<file path="src/rcm_pkg.sv">
// Package of constants for the retriggerable counter block
`default_nettype none
package rcm_pkg;
  // ==========================================================
  // Register byte offsets
  localparam logic [7:0] OFF_MODE = 8'h00;
  localparam logic [7:0] OFF_RELOAD = 8'h04;
  localparam logic [7:0] OFF_CAPTURE = 8'h08;
  localparam logic [7:0] OFF_COUNT = 8'h0c;
  localparam logic [7:0] OFF_CMD = 8'h10;
  localparam logic [7:0] OFF_STATUS = 8'h14;
  // ==========================================================
  // Reset values
  localparam logic [15:0] MODE_RESET = 16'h0800;
  localparam logic [15:0] RELOAD_RESET = 16'h0000;
  // ==========================================================
  // Mode field positions
  localparam int OUT_LSB = 0;
  localparam int BCD_BIT = 3;
  localparam int UP_BIT = 4;
  localparam int REPEAT_BIT = 5;
  localparam int RELOAD_SRC_BIT = 6;
  localparam int RETRIG_BIT = 7;
  localparam int SRC_SEL_LSB = 8;
  localparam int POLARITY_BIT = 12;
  localparam int GATING_LSB = 13;
  // ==========================================================
  // Output control codes
  localparam logic [2:0] OUT_LOW = 3'h0;
  localparam logic [2:0] OUT_TC_HIGH = 3'h1;
  localparam logic [2:0] OUT_TOGGLE = 3'h2;
  localparam logic [2:0] OUT_HIGHZ = 3'h4;
  localparam logic [2:0] OUT_TC_LOW = 3'h5;
  // ==========================================================
  // Gating codes
  localparam logic [2:0] GATE_NONE = 3'h0;
  localparam logic [2:0] GATE_LVL_LOW = 3'h5;
  localparam logic [2:0] GATE_EDGE_RISE = 3'h6;
  localparam logic [2:0] GATE_EDGE_FALL = 3'h7;
  // ==========================================================
  // Command bits
  localparam int CMD_ARM = 0;
  localparam int CMD_PRESET = 1;
  localparam int CMD_PRESET_ARM = 2;
  localparam int CMD_DISARM = 3;
  localparam int CMD_SET_OUT = 4;
  localparam int CMD_CLEAR_OUT = 5;
  localparam int CMD_MASTER_RESET = 6;
  // ==========================================================
  // Sources and timing
  localparam int SRC_PINS = 5;
  localparam int GATE_PINS = 5;
  localparam int PIN_COUNT = SRC_PINS + GATE_PINS;
  localparam int FREQ_COUNT = 5;
  localparam int FREQ_STEP_BITS = 4;
  localparam int PRE_WIDTH = FREQ_COUNT * FREQ_STEP_BITS;
  localparam int OWN_GATE_SLOT = 6;
  localparam int F1_SLOT = 8;
endpackage
`default_nettype wire

</file>
<file path="src/rcm_counter.sv">
// One retriggerable general counter with its APB register slave
`default_nettype none
module rcm_counter (
  // Clock and reset
  input wire logic CLK_SYS,
  input wire logic RST_N,
  // APB slave
  input wire logic PSEL,
  input wire logic PENABLE,
  input wire logic PWRITE,
  input wire logic [7:0] PADDR,
  input wire logic [31:0] PWDATA,
  output logic [31:0] PRDATA,
  output logic PREADY,
  output logic PSLVERR,
  // Count sources and gates
  input wire logic [rcm_pkg::SRC_PINS-1:0] SRC_PIN,
  input wire logic [rcm_pkg::GATE_PINS-1:0] GATE_PIN,
  input wire logic TC_PREV,
  // Counter output pin
  output logic CTR_OUT,
  output logic CTR_OUT_OE,
  output logic TERMINAL_COUNT
);
  // ==========================================================
  // State
  typedef struct packed {
    logic [15:0] mode_q;
    logic [15:0] reload_q;
    logic [15:0] capture_q;
    logic [15:0] count_q;
    logic armed_q;
    logic running_q;
    logic pend_q;
    logic tc_q;
    logic tog_q;
    logic out_q;
    logic oe_q;
    logic [31:0] prdata_q;
    logic slverr_q;
    logic [rcm_pkg::PIN_COUNT-1:0] sync1_q;
    logic [rcm_pkg::PIN_COUNT-1:0] sync2_q;
    logic [15:0] hist_q;
    logic [rcm_pkg::PRE_WIDTH-1:0] pre_q;
  } rcm_state_t;

  rcm_state_t s;
  rcm_state_t n;

  // ==========================================================
  // Count step for binary and decimal, both directions
  function automatic logic [15:0] rcm_step(input logic [15:0] v, input logic up,
                                           input logic bcd);
    logic [15:0] r;
    logic [3:0] d;
    logic carry;
    r = v;
    carry = 1'b1;
    if (!bcd) begin
      r = up ? v + 16'h0001 : v - 16'h0001;
    end else begin
      for (int i = 0; i < 4; i++) begin
        d = v[4*i +: 4];
        if (carry) begin
          if (up) begin
            if (d == 4'h9) begin
              d = 4'h0;
            end else begin
              d = d + 4'h1;
              carry = 1'b0;
            end
          end else begin
            if (d == 4'h0) begin
              d = 4'h9;
            end else begin
              d = d - 4'h1;
              carry = 1'b0;
            end
          end
        end
        r[4*i +: 4] = d;
      end
    end
    return r;
  endfunction

  // ==========================================================
  // Source and gate decode
  logic [15:0] lv;
  logic [rcm_pkg::FREQ_COUNT-1:0] fsq;
  logic [2:0] gfield;
  logic [3:0] ssel;
  logic pol;
  logic src_edge;
  logic gate_act;
  logic gate_act_prev;
  logic gate_edge;
  logic edge_mode;
  logic level_mode;
  logic retrig_en;
  logic qual;
  logic cnt_step;
  logic at_term;
  logic cmd_wr;
  logic apb_wr;
  logic [31:0] rd_mux;
  logic rd_err;

  genvar gi;
  generate
    for (gi = 0; gi < rcm_pkg::FREQ_COUNT; gi++) begin : g_freq
      // Square waves, each sixteen times slower than the one before
      assign fsq[gi] = s.pre_q[rcm_pkg::FREQ_STEP_BITS*(gi+1)-1];
    end
  endgenerate

  assign gfield = s.mode_q[rcm_pkg::GATING_LSB +: 3];
  assign ssel = s.mode_q[rcm_pkg::SRC_SEL_LSB +: 4];
  assign pol = s.mode_q[rcm_pkg::POLARITY_BIT];
  // SRC_PIN and GATE_PIN enter only through the second synchroniser stage; TC_PREV enters directly
  assign lv = {s.sync2_q[9:7], fsq, s.sync2_q[6:5], s.sync2_q[4:0], TC_PREV};
  assign src_edge = pol ? (s.hist_q[ssel] & ~lv[ssel]) : (lv[ssel] & ~s.hist_q[ssel]);
  assign gate_act = (gfield == rcm_pkg::GATE_LVL_LOW || gfield == rcm_pkg::GATE_EDGE_FALL)
                    ? ~lv[rcm_pkg::OWN_GATE_SLOT] : lv[rcm_pkg::OWN_GATE_SLOT];
  assign gate_act_prev = (gfield == rcm_pkg::GATE_LVL_LOW || gfield == rcm_pkg::GATE_EDGE_FALL)
                    ? ~s.hist_q[rcm_pkg::OWN_GATE_SLOT] : s.hist_q[rcm_pkg::OWN_GATE_SLOT];
  assign gate_edge = gate_act & ~gate_act_prev;
  assign edge_mode = (gfield == rcm_pkg::GATE_EDGE_RISE) || (gfield == rcm_pkg::GATE_EDGE_FALL);
  assign level_mode = (gfield != rcm_pkg::GATE_NONE) && !edge_mode;
  assign retrig_en = (gfield != rcm_pkg::GATE_NONE) && s.mode_q[rcm_pkg::RETRIG_BIT];

  always_comb begin
    if (gfield == rcm_pkg::GATE_NONE) begin
      qual = s.armed_q;
    end else if (level_mode) begin
      qual = s.armed_q && gate_act;
    end else begin
      qual = s.armed_q && s.running_q;
    end
  end

  // A counter in terminal count always takes the next edge
  assign cnt_step = src_edge && (s.tc_q || qual);
  always_comb begin
    if (s.mode_q[rcm_pkg::UP_BIT]) begin
      at_term = s.mode_q[rcm_pkg::BCD_BIT] ? (s.count_q == 16'h9999)
                                           : (s.count_q == 16'hffff);
    end else begin
      at_term = (s.count_q == 16'h0001);
    end
  end

  assign apb_wr = PSEL && PENABLE && PWRITE;
  assign cmd_wr = apb_wr && (PADDR == rcm_pkg::OFF_CMD);

  always_comb begin
    rd_err = 1'b0;
    unique case (PADDR)
      rcm_pkg::OFF_MODE: rd_mux = {16'h0000, s.mode_q};
      rcm_pkg::OFF_RELOAD: rd_mux = {16'h0000, s.reload_q};
      rcm_pkg::OFF_CAPTURE: rd_mux = {16'h0000, s.capture_q};
      rcm_pkg::OFF_COUNT: rd_mux = {16'h0000, s.count_q};
      rcm_pkg::OFF_CMD: rd_mux = 32'h00000000;
      rcm_pkg::OFF_STATUS: rd_mux = {27'h0000000, s.tc_q, s.tog_q, s.running_q,
                                     s.pend_q, s.armed_q};
      default: begin
        rd_mux = 32'h00000000;
        rd_err = 1'b1;
      end
    endcase
  end

  // ==========================================================
  // Next state
  always_comb begin
    n = s;
    n.sync1_q = {GATE_PIN, SRC_PIN};
    n.sync2_q = s.sync1_q;
    n.hist_q = lv;
    n.pre_q = s.pre_q + {{(rcm_pkg::PRE_WIDTH-1){1'b0}}, 1'b1};
    // Read data is latched in the setup cycle, so the access cycle ends at once
    if (PSEL && !PENABLE) begin
      n.prdata_q = PWRITE ? 32'h00000000 : rd_mux;
      n.slverr_q = rd_err;
    end
    // Counting
    if (cnt_step) begin
      if (s.pend_q && !s.tc_q) begin
        n.count_q = s.reload_q;
        n.pend_q = 1'b0;
      end else if (at_term) begin
        n.count_q = s.reload_q;
        n.tc_q = 1'b1;
        if (s.tc_q) begin
          n.tog_q = ~s.tog_q;
        end
      end else begin
        n.count_q = rcm_step(s.count_q, s.mode_q[rcm_pkg::UP_BIT], s.mode_q[rcm_pkg::BCD_BIT]);
        if (s.tc_q) begin
          n.tc_q = 1'b0;
          n.tog_q = ~s.tog_q;
          // Stopping waits for the edge that ends terminal count
          if (edge_mode) begin
            n.running_q = 1'b0;
          end else if (!s.mode_q[rcm_pkg::REPEAT_BIT]) begin
            n.armed_q = 1'b0;
          end
        end
      end
    end
    // Gate edges
    if (s.armed_q && gate_edge && gfield != rcm_pkg::GATE_NONE) begin
      if (retrig_en) begin
        n.capture_q = s.count_q;
        n.pend_q = 1'b1;
        if (edge_mode) begin
          n.running_q = 1'b1;
        end
      end else if (edge_mode) begin
        if (s.running_q) begin
          n.capture_q = s.count_q;
        end else begin
          n.running_q = 1'b1;
        end
      end
    end
    // Register writes
    if (apb_wr && PADDR == rcm_pkg::OFF_MODE) begin
      n.mode_q = PWDATA[15:0];
    end
    if (apb_wr && PADDR == rcm_pkg::OFF_RELOAD) begin
      n.reload_q = PWDATA[15:0];
    end
    if (cmd_wr) begin
      if (PWDATA[rcm_pkg::CMD_PRESET] || PWDATA[rcm_pkg::CMD_PRESET_ARM]) begin
        n.count_q = s.reload_q;
        n.tc_q = 1'b0;
        n.pend_q = 1'b0;
      end
      if (PWDATA[rcm_pkg::CMD_ARM] || PWDATA[rcm_pkg::CMD_PRESET_ARM]) begin
        n.armed_q = 1'b1;
      end
      if (PWDATA[rcm_pkg::CMD_DISARM]) begin
        n.armed_q = 1'b0;
        n.running_q = 1'b0;
      end
      if (PWDATA[rcm_pkg::CMD_SET_OUT]) begin
        n.tog_q = 1'b1;
      end
      if (PWDATA[rcm_pkg::CMD_CLEAR_OUT]) begin
        n.tog_q = 1'b0;
      end
      if (PWDATA[rcm_pkg::CMD_MASTER_RESET]) begin
        n.mode_q = rcm_pkg::MODE_RESET;
        n.armed_q = 1'b0;
        n.running_q = 1'b0;
        n.pend_q = 1'b0;
        n.tc_q = 1'b0;
      end
    end
    // Output pin
    unique case (n.mode_q[rcm_pkg::OUT_LSB +: 3])
      rcm_pkg::OUT_TC_HIGH: n.out_q = n.tc_q;
      rcm_pkg::OUT_TC_LOW: n.out_q = ~n.tc_q;
      rcm_pkg::OUT_TOGGLE: n.out_q = n.tog_q;
      default: n.out_q = 1'b0;
    endcase
    n.oe_q = n.mode_q[rcm_pkg::OUT_LSB +: 3] != rcm_pkg::OUT_HIGHZ;
  end

  always_ff @(posedge CLK_SYS) begin
    if (!RST_N) begin
      s <= '0;
      s.mode_q <= rcm_pkg::MODE_RESET;
      s.reload_q <= rcm_pkg::RELOAD_RESET;
      s.oe_q <= 1'b1;
    end else begin
      s <= n;
    end
  end

  assign PRDATA = s.prdata_q;
  assign PREADY = 1'b1;
  assign PSLVERR = s.slverr_q && PSEL && PENABLE;
  assign CTR_OUT = s.out_q;
  assign CTR_OUT_OE = s.oe_q;
  assign TERMINAL_COUNT = s.tc_q;
endmodule
`default_nettype wire

</file>
<file path="config.mk">
export PLATFORM = sky130hd
export DESIGN_NAME = rcm_counter
export DESIGN_NICKNAME = d
export VERILOG_FILES = /design/src/rcm_pkg.sv /design/src/rcm_counter.sv
export SDC_FILE = /design/constraint.sdc
export NUM_CORES = 1
export LEC_CHECK = 0
export ABC_AREA = 0
export BUFFER_PORTS_ARGS = -buffer_cell sky130_fd_sc_hd__buf_2
export CORE_UTILIZATION = 59
export CTS_CLUSTER_DIAMETER = 100
export DETAILED_ROUTE_END_ITERATION = 10
export HOLD_SLACK_MARGIN = 0.06
export PLACE_DENSITY_LB_ADDON = 0.15
export SYNTH_ARGS = -nofsm -noshare
export SYNTH_HDL_FRONTEND = slang
export SYNTH_SLANG_ARGS = --single-unit
</file>
<file path="constraint.sdc">
create_clock -name CLK_SYS -period 3.98 [get_ports CLK_SYS]
set_clock_uncertainty 0.05 [all_clocks]
set_input_delay 0.398 -clock CLK_SYS [delete_from_list [all_inputs] [get_ports CLK_SYS]]
set_output_delay 0.398 -clock CLK_SYS [all_outputs]
set_load 0.01 [all_outputs]
</file>
==> summary.log, run 1 <==
INFO  sta            max_clock_freq=296MHz
INFO  sta            period_share=84.9%
INFO  floorplan      area_of_the_die=13800um2
INFO  detailed_routing avgRoutedWirePerCell=18.3um
INFO  sta            setup_viol=0
INFO  setup_path     critical_path.startpoint_type=register
INFO  detailed_routing detail_route.wirelength=19300um
INFO  hold_path      holdPathEnd=n[36]$_SDFF_PN0_
INFO  global_route   groute.usage.overall=28.2%
INFO  setup_path     critPathRequiredTime=4.28ns
INFO  hold_path      hold_depth=2
INFO  setup_path     timing.critical_path.slowest_cell_delay=0.62ns
INFO  setup_path     crit_path_class=register to register
INFO  cts            clock_insertion_delay_worst_skew=0.42ns
INFO  detailed_routing drt_first_pass_iters=5
INFO  yosys          synth-edff-count=0
INFO  setup_path     crit_path_max_fanout=11
INFO  cts            clock_tree_from_tritoncts=done
INFO  setup_path     worst-r2r-cell-count=8
INFO  cts            clk_pin_slew_worst_paths=0.06ns
INFO  global_route   initial_antenna_violation_count=0
INFO  power_and_ir_drop pwr-share-comb=3.7%
INFO  setup_path     critPathTopFamily=multiplexers
INFO  sta            hold_ws=0.132ns
INFO  sta            finalCriticalPeriod=3.38ns
INFO  sta            timing_worst_slew_pin_value=1.10ns
INFO  sta            report.final.slew_viol_count=0
INFO  sta            fin_tns_setup=0ns
INFO  detailed_routing route.detailed.vias_per_inst=6.24
INFO  setup_path     cp_num_buf_inv=1
INFO  detailed_routing first_iter_violations=568
INFO  yosys          synthesis.area_per_instance=9.11um2
INFO  sta            maxSlewHeadroom=26.6%
INFO  floorplan      die_w=118um
INFO  power_and_ir_drop switching_share=22.8%
INFO  power_and_ir_drop total_leakage_power=3.53nW
INFO  cts            cts_buffer_depth=2
INFO  yosys          ys_seq_area_share=36.6%
INFO  detailed_routing vias=6563
INFO  detailed_routing detail-route-antenna-nets=0
INFO  cts            total_of_hold_buffers_inserted_after_clock_tree_synthesis=0
INFO  setup_path     crit_top_cell=sky130_fd_sc_hd__a31oi_1
INFO  yosys          yosysUniqueCellTypes=73
INFO  cts            h-tree-depth=4
INFO  power_and_ir_drop p_switching=0.704mW
INFO  setup_path     critical_path_arrival=3.67ns
INFO  power_and_ir_drop peakVddDrop=0.343mV
INFO  sta            hold_violations=0
INFO  setup_path     critical_path_cell_list=mux4_1 -> mux2_2 -> and2_1 -> mux4_2 -> a31oi_1 -> buf_4 -> o21ai_0 -> a31oi_1
INFO  outcome        run_status=finished clean
INFO  cells_and_area layout-area-overhead-vs-synth=8.90%
INFO  floorplan      die_h=118um
INFO  cts            root_buffer=sky130_fd_sc_hd__clkbuf_16
INFO  yosys          number_of_standard_cells_after_synthesis=864
INFO  flow_run       drv_cap=0
INFO  floorplan      pin_count=93
INFO  cells_and_area insertedDiodeCount=0
INFO  yosys          synth_area=7870um2
INFO  cells_and_area fraction_of_layout_cells_with_a_size_suffix_above_1=15.6%
INFO  floorplan      rows=41
INFO  setup_path     reg2reg_from=s[154]$_SDFF_PN0_
INFO  hold_path      hold_path.class=input pin to register
INFO  placed_design  count_of_buffers_from_port_buffering=59
INFO  global_route   grt_overflow=0
INFO  power_and_ir_drop cellInternalPower=2.39mW
INFO  hold_path      min-delay-start=SRC_PIN[0]
INFO  cts            clkSinkCount=144
INFO  cts            numCtsBuffers=17
INFO  setup_path     endpoint_kind=register
INFO  floorplan      start_util=61.4%
INFO  setup_path     worst_path_max_delay_cell=sky130_fd_sc_hd__mux4_1
INFO  setup_path     setup.reg_to_reg.worst_slack=0.60ns
INFO  global_route   grt_first_pass_wirelength=30800um
INFO  setup_path     r2r-end=s[106]$_SDFF_PN0_
INFO  floorplan      coreArea=12800um2
INFO  power_and_ir_drop share_clk_of_total_power=49.0%
INFO  cts            cts-resized-gates=0
INFO  global_route   grt_start_max_net_pins=104
INFO  cts            post_cts.repair.setup_buffers=0
INFO  placed_design  gpl.final_weighted_congestion=0.951
INFO  yosys          synthesis.yosys.warnings=0
INFO  sta            grt_setup_unrepaired=false
INFO  yosys          commonest_register_cell_after_synthesis=sky130_fd_sc_hd__dfxtp_1
INFO  placed_design  hpwl=13500um
INFO  cells_and_area design.final.nets=928
INFO  detailed_routing drc_errors_left=0
INFO  yosys          async_reset_ff_share=0%
INFO  yosys          postSynthRegisterBits=144
INFO  power_and_ir_drop seq_power_share=47.3%
INFO  power_and_ir_drop cellPowerDensity=361nW/um2
INFO  global_route   grt_pass1_vias=6055
## how the worst max path moves through the flow
| stage | startpoint | to | slack [ns] | depth (start not counted) |
|---|---|---|---|---|
| after global routing | s[154]$_SDFF_PN0_ | s[106]$_SDFF_PN0_ | 0.46 | 8 |
| final | s[154]$_SDFF_PN0_ | s[106]$_SDFF_PN0_ | 0.60 | 8 |
| after CTS | s[154]$_SDFF_PN0_ | s[106]$_SDFF_PN0_ | 0.64 | 8 |
| after detailed placement | s[154]$_SDFF_PN0_ | s[106]$_SDFF_PN0_ | 0.67 | 8 |
| after global placement | s[154]$_SDFF_PN0_ | s[106]$_SDFF_PN0_ | 0.70 | 8 |
| after floorplan | s[154]$_SDFF_PN0_ | CTR_OUT$_SDFF_PN0_ | 1.16 | 9 |
## final cells by class
type                            count  area [um2]
Multi-Input combinational cell    617        4450
Fill cell                        1042        4250
Sequential cell                   144        2880
Clock buffer                       18         439
Timing Repair Buffer               72         393
Tap cell                          172         215
Clock inverter                     12         128
Inverter                           16        60.1
## per-stage QoR
step / cells / utilization (%) / cell area [um2] / setup WS, ns / power, mW
finish: 1051 / 66.8 / 8570 / 0.602 / 3.09
global route: 1051 / 66.8 / 8570 / 0.464 / 3.19
CTS: 1051 / 66.8 / 8570 / 0.638 / 3.12
detailed placement: 1021 / 62.4 / 8010 / 0.672 / 1.61
global placement: 1021 / 62.4 / 8010 / 0.704 / 1.61
floorplan: 879 / - / 7930 / 1.16 / 1.58
## layout by cell type, fill, tap and decap left out, types with 8 or more instances in the layout
cell type	instances
sky130_fd_sc_hd__dfxtp_1	144
sky130_fd_sc_hd__and2_1	62
sky130_fd_sc_hd__buf_2	59
sky130_fd_sc_hd__nor2b_1	56
sky130_fd_sc_hd__nor2_1	50
sky130_fd_sc_hd__mux2i_1	50
sky130_fd_sc_hd__o21ai_0	47
sky130_fd_sc_hd__nand2_1	34
sky130_fd_sc_hd__a21oi_1	29
sky130_fd_sc_hd__nand3_1	25
sky130_fd_sc_hd__conb_1	17
sky130_fd_sc_hd__clkbuf_16	17
sky130_fd_sc_hd__mux4_2	16
sky130_fd_sc_hd__inv_1	15
sky130_fd_sc_hd__xnor2_1	15
sky130_fd_sc_hd__a32oi_1	15
sky130_fd_sc_hd__and3_1	13
sky130_fd_sc_hd__nand4_1	13
sky130_fd_sc_hd__buf_4	13
sky130_fd_sc_hd__nand2b_1	11
sky130_fd_sc_hd__nor3_1	10
sky130_fd_sc_hd__a22oi_1	9
sky130_fd_sc_hd__mux4_1	9
sky130_fd_sc_hd__o211ai_1	9
sky130_fd_sc_hd__nor4_1	8
## power by group through the flow
stage                     logic [mW]  registers (mW)  clock network (mW)
after floorplan               0.0866            1.49                   0
after global placement         0.111            1.49                   0
after detailed placement       0.115            1.50                   0
after CTS                      0.115            1.46                1.54
after global routing           0.126            1.47                1.60
final                          0.116            1.46                1.51
## cell usage after synthesis (all sizes together), types with 4 or more instances
| master | count | area (um2) |
|---|---|---|
| clkbuf | 57 | 214 |
| buf | 45 | 317 |
| nor2 | 50 | 188 |
| inv | 15 | 56.3 |
| nand4 | 13 | 81.3 |
| a32oi | 15 | 131 |
| ha | 4 | 50.1 |
| a211o | 4 | 35.0 |
| nand3 | 25 | 125 |
| xor2 | 6 | 52.6 |
| and3 | 13 | 81.3 |
| nand2b | 11 | 68.8 |
| mux2i | 50 | 500 |
| a211oi | 5 | 37.5 |
| nand2 | 34 | 128 |
| nor2b | 56 | 350 |
| and2 | 64 | 404 |
| or4 | 4 | 30.0 |
| a21oi | 29 | 145 |
| a31oi | 7 | 43.8 |
| xnor2 | 15 | 131 |
| a21boi | 5 | 37.5 |
| dfxtp | 144 | 2880 |
| o211ai | 9 | 67.6 |
| o22ai | 5 | 31.3 |
| nor4 | 8 | 50.1 |
| o21ai | 47 | 235 |
| a22oi | 9 | 67.6 |
| or2 | 7 | 43.8 |
| a22o | 6 | 52.6 |
| nor3 | 10 | 50.1 |
| mux4 | 25 | 597 |
| mux2 | 4 | 45.0 |
## routing by layer
layer	global-route usage [%]	wire [um]
met3	5.96	1000
met2	47.7	9560
met1	34.2	7970
met4	13.2	736
met5	0	0
## cell families after synthesis
group                    count (synthesis)  share of synthesized area [%]
flip-flops                             144                           36.6
multiplexers                            79                           14.5
AO/OA/AOI/OAI                          183                           16.1
other                                    2                         0.0954
buffers and inverters                  118                           7.50
XOR/XNOR                                21                           2.34
adder cells (fa/ha/maj)                  4                          0.636
AND/OR/NAND/NOR                        313                           22.2
## registers in the layout (all words and copies together), names as in the netlist
signal	count
lv	10
CTR_OUT	1
s	96
n	10
CTR_OUT_OE	1
fsq	5
gfield	3
TERMINAL_COUNT	1
PRDATA	16
pol	1
Power figures use the tool's default switching activity.
==> run 2, diff against run 1 <==
==> constraint.sdc (replaced) <==
create_clock -name CLK_SYS -period 3.5 [get_ports CLK_SYS]
set_clock_uncertainty 0.05 [all_clocks]
set_input_delay 0.35 -clock CLK_SYS [delete_from_list [all_inputs] [get_ports CLK_SYS]]
set_output_delay 0.35 -clock CLK_SYS [all_outputs]
set_load 0.01 [all_outputs]
==> summary.log, run 2 (synthesis results as in run 1) <==
INFO  outcome        run_status=finished clean
INFO  setup_path     crit_path_class=register to register
INFO  sta            maxSlewHeadroom=27.0% [+0.44 points]
INFO  setup_path     critical_path_cell_list=mux4_1 -> mux2_2 -> and2_1 -> mux4_2 -> and2_2 -> a211o_1 -> o2111a_1
INFO  setup_path     endpoint_kind=register
INFO  cells_and_area fraction_of_layout_cells_with_a_size_suffix_above_1=17.0% [+1.4 points]
INFO  detailed_routing vias=6611 [+0.73%]
INFO  placed_design  placed_area=8100um2 [+1.2%]
INFO  setup_path     critical_path.startpoint_type=register
INFO  floorplan      pin_count=93 [unchanged]
INFO  sta            setup_viol=0 [unchanged]
INFO  detailed_routing route.detailed.vias_per_inst=6.20 [-0.69%]
INFO  detailed_routing first_iter_violations=820 [+44%]
INFO  sta            timing.final.ws_setup=0.266ns [-0.336 ns]
INFO  setup_path     worst_path_max_delay_cell=sky130_fd_sc_hd__mux4_1
INFO  floorplan      area_of_the_die=13800um2 [unchanged]
INFO  global_route   grt_start_max_net_pins=124 [+19%]
INFO  cts            root_buffer=sky130_fd_sc_hd__clkbuf_16
INFO  cts            clock_tree_from_tritoncts=done
INFO  setup_path     critical_path_arrival=3.50ns [-0.17 ns]
INFO  cts            clkSinkCount=144 [unchanged]
INFO  cells_and_area max_flop_register=s
INFO  floorplan      rows=41 [unchanged]
INFO  cells_and_area layout_common_cells=sky130_fd_sc_hd__dfxtp_1 (144), sky130_fd_sc_hd__and2_1 (62), sky130_fd_sc_hd__buf_2 (59)
INFO  global_route   grt_overflow=0 [unchanged]
INFO  cells_and_area largest_register_ffs=96 [unchanged]
INFO  placed_design  count_of_buffers_from_port_buffering=59 [unchanged]
INFO  placed_design  gpl.final_weighted_congestion=0.900 [-5.3%]
INFO  detailed_routing drt_first_pass_iters=6 [+1]
INFO  power_and_ir_drop peakVddDrop=0.396mV [+16%]
INFO  setup_path     critPathRequiredTime=3.77ns [-0.51 ns]
INFO  cells_and_area design.final.nets=941 [+1.4%]
INFO  sta            report.final.slew_viol_count=0 [unchanged]
INFO  hold_path      hold_path.class=input pin to register
INFO  cells_and_area fin_area=8680um2 [+1.3%]
INFO  detailed_routing detail_route.wirelength=19900um [+3.4%]
INFO  sta            finalCriticalPeriod=3.23ns [-0.144 ns]
INFO  power_and_ir_drop total_leakage_power=3.61nW [+2.1%]
INFO  detailed_routing drc_errors_left=0 [unchanged]
INFO  cells_and_area n_fill_cell=1063 [+2.0%]
INFO  sta            grt_setup_unrepaired=false
INFO  setup_path     timing.critical_path.slowest_cell_delay=0.63ns [about the same]
INFO  floorplan      start_util=61.4% [unchanged]
INFO  global_route   initial_antenna_violation_count=0 [unchanged]
INFO  flow_run       drv_cap=0 [unchanged]
INFO  placed_design  place_worst_setup_slack=0.283ns [-0.389 ns]
INFO  floorplan      die_w=118um [unchanged]
INFO  sta            hold_violations=0 [unchanged]
INFO  sta            fin_tns_setup=0ns [unchanged]
INFO  global_route   grt_first_pass_wirelength=31900um [+3.7%]
INFO  floorplan      die_h=118um [unchanged]
INFO  cts            cts-resized-gates=0 [unchanged]
INFO  sta            timing_worst_slew_pin_value=1.09ns [-0.00654 ns]
INFO  cts            clock_insertion_delay_worst_skew=0.43ns [about the same]
INFO  cells_and_area post-route-util=67.7% [+0.85 points]
INFO  cts            clk_pin_slew_worst_paths=0.06ns [about the same]
INFO  sta            max_clock_freq=309MHz [+4.5%]
INFO  floorplan      coreArea=12800um2 [unchanged]
INFO  sta            period_share=92.4% [+7.5 points]
INFO  cts            total_of_hold_buffers_inserted_after_clock_tree_synthesis=0 [unchanged]
INFO  cts            numCtsBuffers=17 [unchanged]
INFO  power_and_ir_drop cellPowerDensity=408nW/um2 [+13%]
INFO  detailed_routing avgRoutedWirePerCell=18.7um [+2.0%]
INFO  global_route   groute.usage.overall=29.2% [+1.1 points]
INFO  detailed_routing detail-route-antenna-nets=0 [unchanged]
INFO  cts            cts_buffer_depth=2 [unchanged]
INFO  setup_path     crit_path_max_fanout=18 [+7]
INFO  placed_design  hpwl=13900um [+3.6%]
INFO  global_route   grt_pass1_vias=6295 [+4.0%]
INFO  cells_and_area insertedDiodeCount=0 [unchanged]
INFO  cts            post_cts.repair.setup_buffers=0 [unchanged]
INFO  cts            h-tree-depth=4 [unchanged]
INFO  cells_and_area layout-area-overhead-vs-synth=10.3%
INFO  cells_and_area layout.cells.most_common=sky130_fd_sc_hd__dfxtp_1
-- run 2: cell count changes in the layout (fill, tap and decap cells not counted), sizes merged --
cell / previous run / this run
clkinv: 5 / 3
bufinv: 1 / 0
inv: 21 / 24
buf: 72 / 85
clkbuf: 18 / 20
-- run 2: where the power goes --
| group | internal (mW) | switching (mW) |
|---|---|---|
| Clock | 0.992 | 0.754 |
| Sequential | 1.66 | 0.00758 |
| Combinational | 0.0546 | 0.0787 |
-- run 2: layout make-up --
type,count,area (um2),area share [%]
Multi-Input combinational cell,617,4450,51.3
Sequential cell,144,2880,33.2
Inverter,16,60.1,0.692
Tap cell,172,215,2.48
Timing Repair Buffer,85,490,5.65
Clock buffer,20,467,5.38
Clock inverter,12,111,1.28
-- run 2: per-stage QoR --
step	hold slack (ns)	instances	power, mW
floorplan	0.362	879	1.80
global placement	0.365	1034	1.83
detailed placement	0.368	1034	1.83
CTS	0.0663	1066	3.57
global route	0.0673	1066	3.66
finish	0.0723	1066	3.54
-- run 2: routing by layer --
| metal | GRT usage [%] | wire length [um] | share of wire, % |
|---|---|---|---|
| met2 | 49.6 | 9900 | 50 |
| met1 | 35.2 | 8150 | 41 |
| met3 | 4.41 | 1020 | 5.1 |
| met5 | 0 | 0 | 0 |
| met4 | 17.3 | 860 | 4.3 |
-- run 2: worst paths after layout --
| check | slack (ns) | endpoint | cells after the start | start |
|---|---|---|---|---|
| worst min-delay path | 0.07 | n[45]$_SDFF_PN0_ | 2 | GATE_PIN[4] |
| worst max-delay path | 0.27 | s[100]$_SDFF_PN0_ | 7 | s[154]$_SDFF_PN0_ |
| worst max register to register | 0.27 | s[100]$_SDFF_PN0_ | 7 | s[154]$_SDFF_PN0_ |
| worst min register to register | 0.39 | lv[2]$_SDFF_PN0_ | 1 | n[37]$_SDFF_PN0_ |
-- run 2: critical path, delay by kind of cell, from the launching register on --
| family | cells | cell delay [ns] |
|---|---|---|
| multiplexers | 3 | 1.53 |
| flip-flops | 1 | 0.62 |
| AND/OR/NAND/NOR | 2 | 0.50 |
| AO/OA/AOI/OAI | 2 | 0.42 |
==> run 3, diff against run 2 <==
--- a/config.mk
+++ b/config.mk
@@ -10,6 +10,7 @@
 export CORE_UTILIZATION = 59
 export CTS_CLUSTER_DIAMETER = 100
 export DETAILED_ROUTE_END_ITERATION = 10
+export GPL_TIMING_DRIVEN = 0
 export HOLD_SLACK_MARGIN = 0.06
 export PLACE_DENSITY_LB_ADDON = 0.15
 export SYNTH_ARGS = -nofsm -noshare
==> summary.log, run 3 (synthesis results as in run 1) <==
INFO  setup_path     critical_path_arrival=3.60ns [+0.10 ns]
INFO  hold_path      min-delay-start=GATE_PIN[3]
INFO  power_and_ir_drop cellPowerDensity=392nW/um2 [-4.0%]
INFO  setup_path     crit_path_class=register to register
INFO  placed_design  gpl.final_weighted_congestion=0.974 [+8.2%]
INFO  setup_path     endpoint_kind=register
INFO  cells_and_area final-seq-area=2880um2 [unchanged]
INFO  setup_path     timing.critical_path.slowest_cell_delay=0.57ns [-0.06 ns]
INFO  floorplan      area_of_the_die=13800um2 [unchanged]
INFO  cts            h-tree-depth=4 [unchanged]
INFO  power_and_ir_drop peakVddDrop=0.462mV [+17%]
INFO  outcome        run_status=finished clean
INFO  floorplan      pin_count=93 [unchanged]
INFO  setup_path     critPathTopFamily=compound AO/OA/AOI/OAI gates
INFO  floorplan      rows=41 [unchanged]
INFO  detailed_routing drt_first_pass_iters=6 [unchanged]
INFO  cts            root_buffer=sky130_fd_sc_hd__clkbuf_16
INFO  detailed_routing met2_wirelength=9990um [+0.90%]
INFO  setup_path     critPathRequiredTime=3.79ns [+0.02 ns]
INFO  cts            numCtsBuffers=17 [unchanged]
INFO  setup_path     cp_num_cells=10 [+3]
INFO  setup_path     worst_path_max_delay_cell=sky130_fd_sc_hd__or4_1
INFO  cells_and_area max_flop_register=s
INFO  detailed_routing avgRoutedWirePerCell=18.4um [-1.6%]
INFO  sta            period_share=94.3% [+1.9 points]
INFO  cells_and_area layout_common_cells=sky130_fd_sc_hd__dfxtp_1 (144), sky130_fd_sc_hd__and2_1 (62), sky130_fd_sc_hd__buf_2 (60)
INFO  global_route   grt_pass1_vias=6300 [+0.079%]
INFO  setup_path     crit_path_start=s[97]$_SDFF_PN0_
INFO  sta            timing_worst_slew_pin_value=0.869ns [-0.221 ns]
INFO  sta            fin_tns_setup=0ns [unchanged]
INFO  cts            clock_tree_from_tritoncts=done
INFO  detailed_routing topRoutingLayerUsed=met4
INFO  cells_and_area multi_input_gate_area_in_the_final_layout=4460um2 [+0.11%]
INFO  detailed_routing vias=7020 [+6.2%]
INFO  hold_path      hold_depth=2 [unchanged]
INFO  cts            post_cts.repair.setup_buffers=0 [unchanged]
INFO  placed_design  hpwl=15200um [+9.3%]
INFO  cts            clock_insertion_delay_worst_skew=0.43ns [about the same]
INFO  flow_run       drv_cap=0 [unchanged]
INFO  global_route   initial_antenna_violation_count=0 [unchanged]
INFO  global_route   grt_first_pass_wirelength=33000um [+3.3%]
INFO  placed_design  placed_area=8420um2 [+4.0%]
INFO  cells_and_area layout.cells.most_common=sky130_fd_sc_hd__dfxtp_1
INFO  global_route   groute.usage.overall=30.5% [+1.3 points]
INFO  sta            report.final.slew_viol_count=0 [unchanged]
INFO  cts            clkSinkCount=144 [unchanged]
INFO  sta            setup_viol=0 [unchanged]
INFO  cells_and_area insertedDiodeCount=0 [unchanged]
INFO  sta            grt_setup_unrepaired=false
INFO  setup_path     reg2reg_from=s[97]$_SDFF_PN0_
INFO  detailed_routing first_iter_violations=971 [+18%]
INFO  cells_and_area largest_register_ffs=96 [unchanged]
INFO  global_route   grt_start_max_net_pins=17 [-86%]
INFO  floorplan      die_h=118um [unchanged]
INFO  placed_design  place_worst_setup_slack=0.0903ns [-0.193 ns]
INFO  floorplan      start_util=61.4% [unchanged]
INFO  cells_and_area n_fill_cell=1021 [-4.0%]
INFO  setup_path     crit_path_max_fanout=10 [-8]
INFO  floorplan      coreArea=12800um2 [unchanged]
INFO  global_route   grt_overflow=0 [unchanged]
INFO  detailed_routing met3_length=1500um [+48%]
INFO  sta            hold_violations=0 [unchanged]
INFO  cts            cts_buffer_depth=2 [unchanged]
INFO  detailed_routing detail_route.wirelength=20900um [+5.0%]
INFO  setup_path     critical_path_cell_list=clkbuf_1 -> inv_1 -> ha_1 -> nand3b_1 -> or4_1 -> a211oi_2 -> nor4b_1 -> a21oi_1 -> o2111a_1 -> o31ai_1
INFO  cells_and_area fin_area=8970um2 [+3.4%]
INFO  sta            finalCriticalPeriod=3.30ns [+0.0682 ns]
INFO  setup_path     cp_num_buf_inv=2 [+2]
INFO  cells_and_area design.final.nets=1014 [+7.8%]
INFO  placed_design  count_of_buffers_from_port_buffering=56 [-5.1%]
INFO  detailed_routing route.layer.met1.wl=8760um [+7.4%]
INFO  setup_path     worst-r2r-cell-count=10 [+3]
INFO  cells_and_area layout-area-overhead-vs-synth=14.0%
INFO  floorplan      die_w=118um [unchanged]
INFO  sta            max_clock_freq=303MHz [-2.1%]
INFO  cts            clk_pin_slew_worst_paths=0.06ns [about the same]
INFO  sta            timing.final.ws_setup=0.198ns [-0.0682 ns]
INFO  cells_and_area fraction_of_layout_cells_with_a_size_suffix_above_1=16.9% [-0.13 points]
INFO  sta            maxSlewHeadroom=42.0% [+15 points]
INFO  hold_path      hold_path.class=input pin to register
INFO  power_and_ir_drop total_leakage_power=3.73nW [+3.5%]
INFO  detailed_routing route.detailed.vias_per_inst=6.17 [-0.53%]
INFO  detailed_routing detail-route-antenna-nets=0 [unchanged]
INFO  detailed_routing drc_errors_left=0 [unchanged]
INFO  setup_path     critical_path.startpoint_type=register
run 3: final timing paths:
kind | end | slack (ns)
min | n[44]$_SDFF_PN0_ | 0.07
max reg2reg | s[111]$_SDFF_PN0_ | 0.20
min reg2reg | lv[5]$_SDFF_PN0_ | 0.39
max | s[111]$_SDFF_PN0_ | 0.20
run 3: where the power goes:
part	internal (mW)	switching [mW]	total (mW)
sequential	1.66	0.00754	1.66
combinational	0.0683	0.0904	0.159
clock	0.926	0.768	1.69
run 3: metrics by stage:
stage / instances / utilization [%] / hold slack, ns / power [mW]
2_1_floorplan: 879 / - / 0.362 / 1.80
3_3_place_gp: 1107 / 65.7 / 0.363 / 1.85
3_5_place_dp: 1107 / 65.7 / 0.371 / 1.86
4_1_cts: 1138 / 69.9 / 0.0643 / 3.52
5_1_grt: 1138 / 70.0 / 0.0656 / 3.62
6_report: 1138 / 70.0 / 0.0713 / 3.52
run 3: layer usage:
metal | vias to the layer above | track usage (%)
li1 | 3278 | -
met2 | 351 | 49.9
met4 | 0 | 13.5
met5 | - | 0
met3 | 58 | 5.47
met1 | 3333 | 39.4
run 3: timing repair:
item	4_1_cts	5_1_grt
hold endpoints to repair	0	0
endpoints found under the setup margin	0	1
hold buffers	0	0
gates resized for setup	0	1
run 3: layout make-up:
class | instances | share of cell area (%)
multi-input combinational | 617 | 49.7
sequential | 144 | 32.1
buffer | 102 | 5.91
clock buffer | 17 | 4.74
timing repair buffer | 56 | 3.12
tap | 172 | 2.40
clock inverter | 14 | 1.35
inverter | 16 | 0.669
